### src/include/kpi_map.vh
// register map, field positions, reset values and timing counts of the keypad match unit
`ifndef KPI_MAP_VH
`define KPI_MAP_VH
`define KPI_ADDR_ROUTE 8'hA4
`define KPI_ADDR_PATN 8'hD5
`define KPI_ADDR_CTRL 8'hD6
`define KPI_ADDR_MASK 8'hD7
`define KPI_RST_PATN 8'hFF
`define KPI_RST_MASK 8'h00
`define KPI_RST_ROUTE 8'h00
`define KPI_CTRL_FLAG 0
`define KPI_CTRL_POL 1
`define KPI_CTRL_FILT_LO 6
`define KPI_CTRL_FILT_HI 7
`define KPI_ROUTE_P01 3
`define KPI_ROUTE_P23 4
`define KPI_ROUTE_P67 5
`define KPI_ROUTE_P45_LO 6
`define KPI_ROUTE_P45_HI 7
`define KPI_FILT_NONE 2'b00
`define KPI_FILT_FAST 2'b01
`define KPI_FILT_SLOW 2'b10
`define KPI_SLOW_DIV 3'h6
`endif

### src/verilog/kpi_keypad_match.v
// keypad pattern-match interrupt unit with pin routing, input filter and sticky flag
`timescale 1ns/1ps
`include "kpi_map.vh"
module kpi_keypad_match #(
  parameter WIDTH = 8
) (
  input wire clk_sys,
  input wire rstn,
  input wire [7:0] sfr_addr,
  input wire [7:0] sfr_wdata,
  input wire sfr_wr,
  input wire sfr_rd,
  input wire route_page_sel,
  input wire [7:0] port1_in,
  input wire [7:0] port2_in,
  input wire [7:0] port3_in,
  input wire [1:0] port4_in,
  input wire [1:0] port6_in,
  input wire keypad_irq_enable,
  input wire global_irq_enable,
  output reg [7:0] sfr_rdata,
  output reg keypad_irq,
  output reg keypad_wake
);
  reg [7:0] keypad_pattern_value;
  reg [7:0] keypad_input_mask;
  reg [4:0] route;
  reg match_polarity;
  reg [1:0] input_filter_select;
  reg keypad_match_flag;
  reg [7:0] raw_in;
  reg [7:0] filt_in;
  reg [7:0] samp1;
  reg [7:0] samp2;
  reg [2:0] div_cnt;
  reg slow_en;
  reg match;
  // datapath overview:
  //   pins -> routing mux -> optional three-sample filter -> masked compare
  //   -> sticky flag -> gated request and wake outputs.
  // the routing mux is purely combinational, so a route change is seen by
  // the filter on the very next clock; software should clear the flag after
  // moving a pair, since the old and new pins may differ for one cycle.
  // route bits map one to one onto the stored upper five bits of the
  // auxiliary register; its low three bits belong to other blocks and are
  // neither stored nor returned here.
  // the pin inputs are taken as synchronous to the system clock, so no
  // extra synchroniser stage is inserted ahead of the filter.
  wire [1:0] pair45_pin_route = route[4:3];
  wire pair67_pin_route = route[2];
  wire pair23_pin_route = route[1];
  wire pair01_pin_route = route[0];
  wire wr_patn = sfr_wr && sfr_addr == `KPI_ADDR_PATN;
  wire wr_ctrl = sfr_wr && sfr_addr == `KPI_ADDR_CTRL;
  wire wr_mask = sfr_wr && sfr_addr == `KPI_ADDR_MASK;
  wire wr_route = sfr_wr && route_page_sel && sfr_addr == `KPI_ADDR_ROUTE;

  // pin routing per input pair
  always @* begin
    raw_in[0] = pair01_pin_route ? port4_in[0] : port1_in[0];
    raw_in[1] = pair01_pin_route ? port4_in[1] : port1_in[1];
    raw_in[2] = pair23_pin_route ? port2_in[2] : port1_in[2];
    raw_in[3] = pair23_pin_route ? port2_in[4] : port1_in[3];
    raw_in[6] = pair67_pin_route ? port3_in[0] : port1_in[6];
    raw_in[7] = pair67_pin_route ? port3_in[1] : port1_in[7];
    case (pair45_pin_route)
      2'b00: raw_in[5:4] = port1_in[5:4];
      2'b01: raw_in[5:4] = port3_in[5:4];
      2'b10: raw_in[5:4] = port6_in[1:0];
      default: raw_in[5:4] = {port2_in[1], port2_in[0]};
    endcase
  end

  // clock/6 enable for the slow filter
  always @(posedge clk_sys or negedge rstn) begin
    if (!rstn) begin
      div_cnt <= 3'h0;
      slow_en <= 1'b0;
    end else begin
      slow_en <= (div_cnt == `KPI_SLOW_DIV - 3'h1);
      div_cnt <= (div_cnt == `KPI_SLOW_DIV - 3'h1) ? 3'h0 : div_cnt + 3'h1;
    end
  end

  // three-sample filter per bit: output follows only when three samples agree
  // the filter costs up to three enable periods of latency, which is
  // the price of rejecting bounce; with the slow setting a key must stay
  // down for about eighteen system clocks before the flag can react.
  // filtered values reset high so released keys, which read high through
  // their pull-ups, never look like a press just after reset.
  // switching filter mode does not flush the sample registers; the first
  // filtered value after a switch may therefore lag by one extra sample.
  // the reserved setting behaves like no filter so software cannot lock
  // the unit into a state where inputs are never seen.
  genvar i;
  generate
    for (i = 0; i < WIDTH; i = i + 1) begin : g_filt
      wire take = (input_filter_select == `KPI_FILT_FAST) ||
                  (input_filter_select == `KPI_FILT_SLOW && slow_en);
      always @(posedge clk_sys or negedge rstn) begin
        if (!rstn) begin
          samp1[i] <= 1'b1;
          samp2[i] <= 1'b1;
          filt_in[i] <= 1'b1;
        end else if (input_filter_select == `KPI_FILT_NONE ||
                     input_filter_select == 2'b11) begin
          // reserved setting treated as no filter
          samp1[i] <= raw_in[i];
          samp2[i] <= raw_in[i];
          filt_in[i] <= raw_in[i];
        end else if (take) begin
          samp1[i] <= raw_in[i];
          samp2[i] <= samp1[i];
          if (raw_in[i] == samp1[i] && samp1[i] == samp2[i])
            filt_in[i] <= raw_in[i];
        end
      end
    end
  endgenerate

  // masked comparison; unfiltered mode adds one register stage of latency
  always @* begin
    if (keypad_input_mask == 8'h00)
      match = 1'b0;
    else if (match_polarity)
      match = ((filt_in ^ keypad_pattern_value) & keypad_input_mask) == 8'h00;
    else
      match = ((filt_in ^ keypad_pattern_value) & keypad_input_mask) != 8'h00;
  end

  // register writes; reserved control bits are not stored
  // the flag starts set, so software must clear it once after reset before
  // relying on the request; until then the request follows the enables.
  // the clear only takes effect when no match is present in that cycle,
  // so a condition that still holds re-arms the flag at once; this keeps
  // a press from being lost between the read and the clear.
  // the route register decodes only while the route page is selected,
  // because its address is shared with another register on the main page.
  // writes to pattern, mask and polarity act on the comparison from the
  // next cycle on; a same-cycle flag clear is judged against the old set.
  // unmapped addresses are simply ignored, with no error indication.
  // mask and pattern are fully readable, so software can save and restore
  // them around low-power entry without keeping its own copy.
  always @(posedge clk_sys or negedge rstn) begin
    if (!rstn) begin
      keypad_pattern_value <= `KPI_RST_PATN;
      keypad_input_mask <= `KPI_RST_MASK;
      route <= 5'h00;
      match_polarity <= 1'b0;
      input_filter_select <= `KPI_FILT_NONE;
      keypad_match_flag <= 1'b1;
    end else begin
      if (wr_patn)
        keypad_pattern_value <= sfr_wdata;
      if (wr_mask)
        keypad_input_mask <= sfr_wdata;
      if (wr_route)
        route <= sfr_wdata[7:3];
      if (wr_ctrl) begin
        match_polarity <= sfr_wdata[`KPI_CTRL_POL];
        input_filter_select <= sfr_wdata[`KPI_CTRL_FILT_HI:`KPI_CTRL_FILT_LO];
      end
      // set wins over a same-cycle software clear; writing one has no effect
      if (match)
        keypad_match_flag <= 1'b1;
      else if (wr_ctrl && !sfr_wdata[`KPI_CTRL_FLAG])
        keypad_match_flag <= 1'b0;
    end
  end

  // read mux and interrupt outputs, all registered
  // registering the outputs adds one cycle of latency to the request, which
  // is harmless against interrupt entry time and keeps the outputs glitch free.
  // read data returns to zero whenever no read is strobed, so the bus side
  // can merge this unit's data with others by a simple or.
  always @(posedge clk_sys or negedge rstn) begin
    if (!rstn) begin
      sfr_rdata <= 8'h00;
      keypad_irq <= 1'b0;
      keypad_wake <= 1'b0;
    end else begin
      keypad_irq <= keypad_match_flag && keypad_irq_enable && global_irq_enable;
      // wake asserts in any low-power state; the power controller decides which apply
      keypad_wake <= keypad_match_flag && keypad_irq_enable && global_irq_enable;
      sfr_rdata <= 8'h00;
      if (sfr_rd) begin
        case (sfr_addr)
          `KPI_ADDR_PATN: sfr_rdata <= keypad_pattern_value;
          `KPI_ADDR_CTRL: sfr_rdata <= {input_filter_select, 4'h0,
                                         match_polarity, keypad_match_flag};
          `KPI_ADDR_MASK: sfr_rdata <= keypad_input_mask;
          `KPI_ADDR_ROUTE: sfr_rdata <= route_page_sel ? {route, 3'h0} : 8'h00;
          default: sfr_rdata <= 8'h00;
        endcase
      end
    end
  end
endmodule

### config.mk
export PLATFORM = sky130hd
export DESIGN_NAME = kpi_keypad_match
export DESIGN_NICKNAME = d
export VERILOG_FILES = /design/src/verilog/kpi_keypad_match.v
export VERILOG_INCLUDE_DIRS = /design/src /design/src/include
export SDC_FILE = /design/constraint.sdc
export NUM_CORES = 1
export LEC_CHECK = 0
export BUFFER_PORTS_ARGS = -buffer_cell sky130_fd_sc_hd__clkbuf_2
export CORE_MARGIN = 3
export CORE_UTILIZATION = 49
export DETAILED_ROUTE_END_ITERATION = 8
export GPL_TIMING_DRIVEN = 0
export HOLD_SLACK_MARGIN = 0.08
export PLACE_DENSITY = 0.75
export SYNTH_ARGS = -nofsm -noshare
export SYNTH_HDL_FRONTEND = slang
export SYNTH_SLANG_ARGS = --single-unit
export TNS_END_PERCENT = 100
### constraint.sdc
create_clock -name clk_sys -period 1.59 [get_ports clk_sys]
set_input_delay 0.477 -clock clk_sys [delete_from_list [all_inputs] [get_ports clk_sys]]
set_output_delay 0.477 -clock clk_sys [all_outputs]
set_load 0.01 [all_outputs]
# Word-level counts from Yosys, hierarchy flattened
# Cells that the tools add are included.
# totals
register_bits	62
in_bits	51
# op_classes
add_sub_neg	1
n_eq_ne	26
mux	71
bitwise_logic	2
n_reduce_logical	43
# ops
op	count
1-bit two-way mux	66
8-bit equality test, second input constant	4
8-bit case mux with 4 select lines	1
2-bit nonzero test	10
1-bit logical AND	17
1-bit equality test	16
8-bit zero test	2
8-bit two-way mux	2
2-bit AND reduction	8
8-bit bitwise AND	1
8-bit nonzero test	1
8-bit XOR	1
2-bit equality test, second input constant	3
2-bit case mux with 3 select lines	1
2-bit by 1-bit equality test with 1-bit output, second input constant	2
2-bit zero test	2
3-bit by 1-bit adder with 3-bit output, second input constant	1
3-bit equality test, second input constant	1
3-bit two-way mux	1
1-bit logical OR	2
1-bit zero test	1

# Logic depth before layout (Yosys ltp)
# logic_depth
ltp_word	7
depth_mapped	6
mapped_depth_nobuf	6

# Worst setup path before layout
# OpenSTA, ideal clock, no wires.
# synth_timing
path_kind	in2reg
startpoint	input port sfr_addr[0]
endpoint	register route[0]
setup_ns	0.125
arrival_time_ns	1.989
required_ns	1.465
path_slack_ns	-0.524
path_stages	5
n_path_buf	1
cell_sequence	buf_6 -> or4b_4 -> nor4b_4 -> nand2_4 -> mux2_4
# synth_between
elab_chain_len	2
# synth_lines
item	line	text
start, declared	kpi_keypad_match.v:9	input wire [7:0] sfr_addr,
8-bit equality test	--	
1-bit logical AND (no source line)	--	
end signal, assigned	kpi_keypad_match.v:158	route <= sfr_wdata[7:3];
end, declared	kpi_keypad_match.v:27	reg [4:0] route;
# No other way between the ends.
# A chain may end at the register's enable or synchronous reset.

# Worst setup path in the final report
# layout_timing
startpoint	input port sfr_addr[4]
endpoint	register route[1]
# The elaborated chain is that of the path after synthesis.

==> impl_metrics.toml <==
[finish]
nets = 394
drive_gt1_share_pct = 47.69
diodes = 0
area.growth.synth_to_final_pct = 24.68
fillerInstances = 427
instances_no_fill = 418

[yosys]
synth_ff_type = "dfstp_2"
synth_top_area_share_pct = 28.65
postSynthAreaPerCell_sq_um = 11.29
ys_seq_area_share_pct = 52.63
yosys_register_bits = 62
synth_cells = 268
synth_area_leader_cell = "dfstp_2"
synth.area.top_cells = "dfstp_2 (29%), dfrtp_1 (24%), mux2_2 (9.7%), o21ai_0 (5.8%), mux2i_1 (3.0%)"
synth_fp_nets = 321
asyncSetResetFlopFracSynth_pct = 100.0
synth_edf_count = 0
syn-cell-area_sq_um = 3027
synth_cell_types = 38
ys.warnings.count = 0

[status]
violations = "setup timing"
outcome = "finished, violations left"

[cts]
clock_sinks = 62
cts_buffers = 9
cts-root-buf = "clkbuf_8"
cts.htree.levels = 3
clock_latency_ns = 0.33
cts_hold_buffers = 0
clk_pin_slew_ns = 0.07
cts_tree = "done"
clockBufferDepth = 2

[power_and_ir_drop]
ir_worst_vdd_mv = 0.5949
total_power_mw = 3.675
power.leakage_nw = 1.752
p_per_area_nw_per_um2 = 973.8

[timing]
layout_setup_ws_ns = -0.1521
fin_skew_ns = 0.006476
max_freq_mhz = 574.0
post-route-period-util_pct = 109.6
worst_pin_slew_ns = 0.8343
slew_headroom_pct = 44.38
timing_hold_violations_final = 0
rsz0062_at_grt = "yes"
maxSlewViolCount = 0
period_minus_slack_ns = 1.742
setup_viol = 9
hold_ws_ns = 0.2798

[detailed_routing]
dr.pass1.iters = 4
wl_per_cell_microns = 17.24
drc = 0
drt_wl_total_mm = 7.208
drt-initial-drc-count = 160
ant_nets = 0
via_per_inst = 5.711
via_count = 2387

[setup_path]
crit_chain = "buf_6, or4b_4, nor4b_4, nand2_4, mux2_4"
arrival_ns = 1.96
cp_max_fo = 5
cp_slowest_cell = "or4b_4"
slowest_delay_ns = 0.55
r2r-start = "input_filter_select[0]"
rr_worst_depth = 6
cp.required_ns = 1.81
setup.worst_path.class = "input port to flop"
r2r_end = "samp1[0]"
critPathLaunchType = "input port"
rrSetupSlack_ns = 0.05
worstSetupEndpointType = "flop"

[global_route]
grt_first_pass_wirelength_mm = 11.56
grt_start_max_net_pins = 63
track_usage_pct = 20.46
antenna_found_initial = 0
grt_pass1_vias = 2346
grt_overflow_total = 0

[placement]
io_buffers = 51
gp_congestion = 0.8477
dp_hpwl_mm = 4.907
dp.cells = 391
place_ws_ns = -0.6795

[floorplanning]
core_area_sq_um = 5743
rows = 27
dieArea_sq_um = 7155
initial_core_util_pct = 52.70
io_pins = 61
fp.dieH_microns = 84.59
die_x_microns = 84.59

[hold_path]
worstHoldPathType = "input port to async pin"

[run]
cap_viol_max_count = 0
final cells by class:
type                    instances  area, sq um  share of cell area, %
plain buffers                  10        78.83                  2.089
clock buffers                  16        180.2                  4.775
inverters                       5        18.77                 0.4973
multi-input cells             191         1469                  38.93
flip-flops and latches         62         1593                  42.21
well taps                      72        90.09                  2.387
repair buffers                 62        344.1                  9.118
worst max-delay path by stage:
stage | start | end | slack [ns] | cells after the start
5_1_grt | sfr_addr[4] | route[0] | -0.20 | 5
2_1_floorplan | sfr_addr[0] | route[0] | -0.49 | 5
6_report | sfr_addr[4] | route[1] | -0.15 | 5
3_5_place_dp | sfr_addr[6] | route[4] | -0.68 | 5
3_3_place_gp | sfr_addr[6] | route[1] | -0.66 | 5
4_1_cts | sfr_addr[4] | route[1] | -0.15 | 5
stage by stage:
stage                     util [%]  setup TNS [ns]  instance area, sq um
after global placement       59.15          -23.21                  3397
after detailed placement     59.19          -18.35                  3400
after floorplan                  -          -4.643                  3052
after CTS                    63.73         -0.7294                  3660
after global routing         65.71          -1.684                  3774
final                        65.71         -0.8119                  3774
synthesized netlist by cell type, types with 5 or more instances:
library cell	count
xor2_1	8
dfstp_2	33
nand2_1	22
nor2_1	21
inv_1	5
clkbuf_1	8
mux2_4	5
dfrtp_1	29
mux2i_1	9
o31ai_1	6
mux2_2	26
a22oi_1	11
o21ai_0	35
a21oi_1	14
state kept, by name (all words and copies together), names as in the netlist, 2 cells and up:
register	flops
samp2	8
input_filter_select	2
route	5
sfr_rdata	8
keypad_pattern_value	8
keypad_input_mask	8
samp1	8
filt_in	8
div_cnt	3
power by group:
group          internal [mW]  switching, mW
clock network          0.698          0.571
registers               1.78          0.108
logic                  0.246          0.276
critical path, delay by kind of cell:
kind	cells	cell delay [ns]
buffers and inverters	1	0.09
muxes	1	0.32
and+or+nand+nor	3	1.07
placed cells by master (no fill, tap or decap), types with 3 or more instances in the layout:
cell type   n
a21oi_1    13
a22oi_1    10
buf_4      14
clkbuf_1    4
clkbuf_2   51
clkbuf_8   12
dfrtp_1    29
dfstp_2    33
inv_1       5
mux2_2     26
mux2_4      5
mux2i_1     9
nand2_1    22
nand3b_1    3
nor2_1     21
o21ai_0    34
o31ai_1     6
xor2_1      8
routing by layer:
| layer | up-vias | global-route usage (%) | routed length [microns] |
|---|---|---|---|
| li1 | 1128 | - | - |
| met1 | 1186 | 26.75 | 3140 |
| met2 | 62 | 33.52 | 3605 |
| met3 | 11 | 3.533 | 349 |
| met4 | 0 | 8.633 | 112 |
| met5 | - | 0 | 0 |
kinds of logic after synthesis:
logic type	count (synthesis)	share of synthesized area, %
flip-flops	62	52.63
buffers and inverters	15	2.232
AND/OR/NAND/NOR	65	10.87
multiplexers	42	16.62
XOR/XNOR	8	2.315
AO/OA/AOI/OAI	74	14.51
adder cells (fa/ha/maj)	2	0.8267
timing repair:
| action | in CTS | in global routing |
|---|---|---|
| setup endpoints to repair | 52 | 47 |
| endpoints found under the hold margin | 0 | 0 |
| gates cloned | 0 | 1 |
| resized for setup | 17 | 19 |
| pin swaps | 4 | 8 |
| buffers inserted | 4 | 6 |
Note: power is estimated with default switching activity, not from simulation.
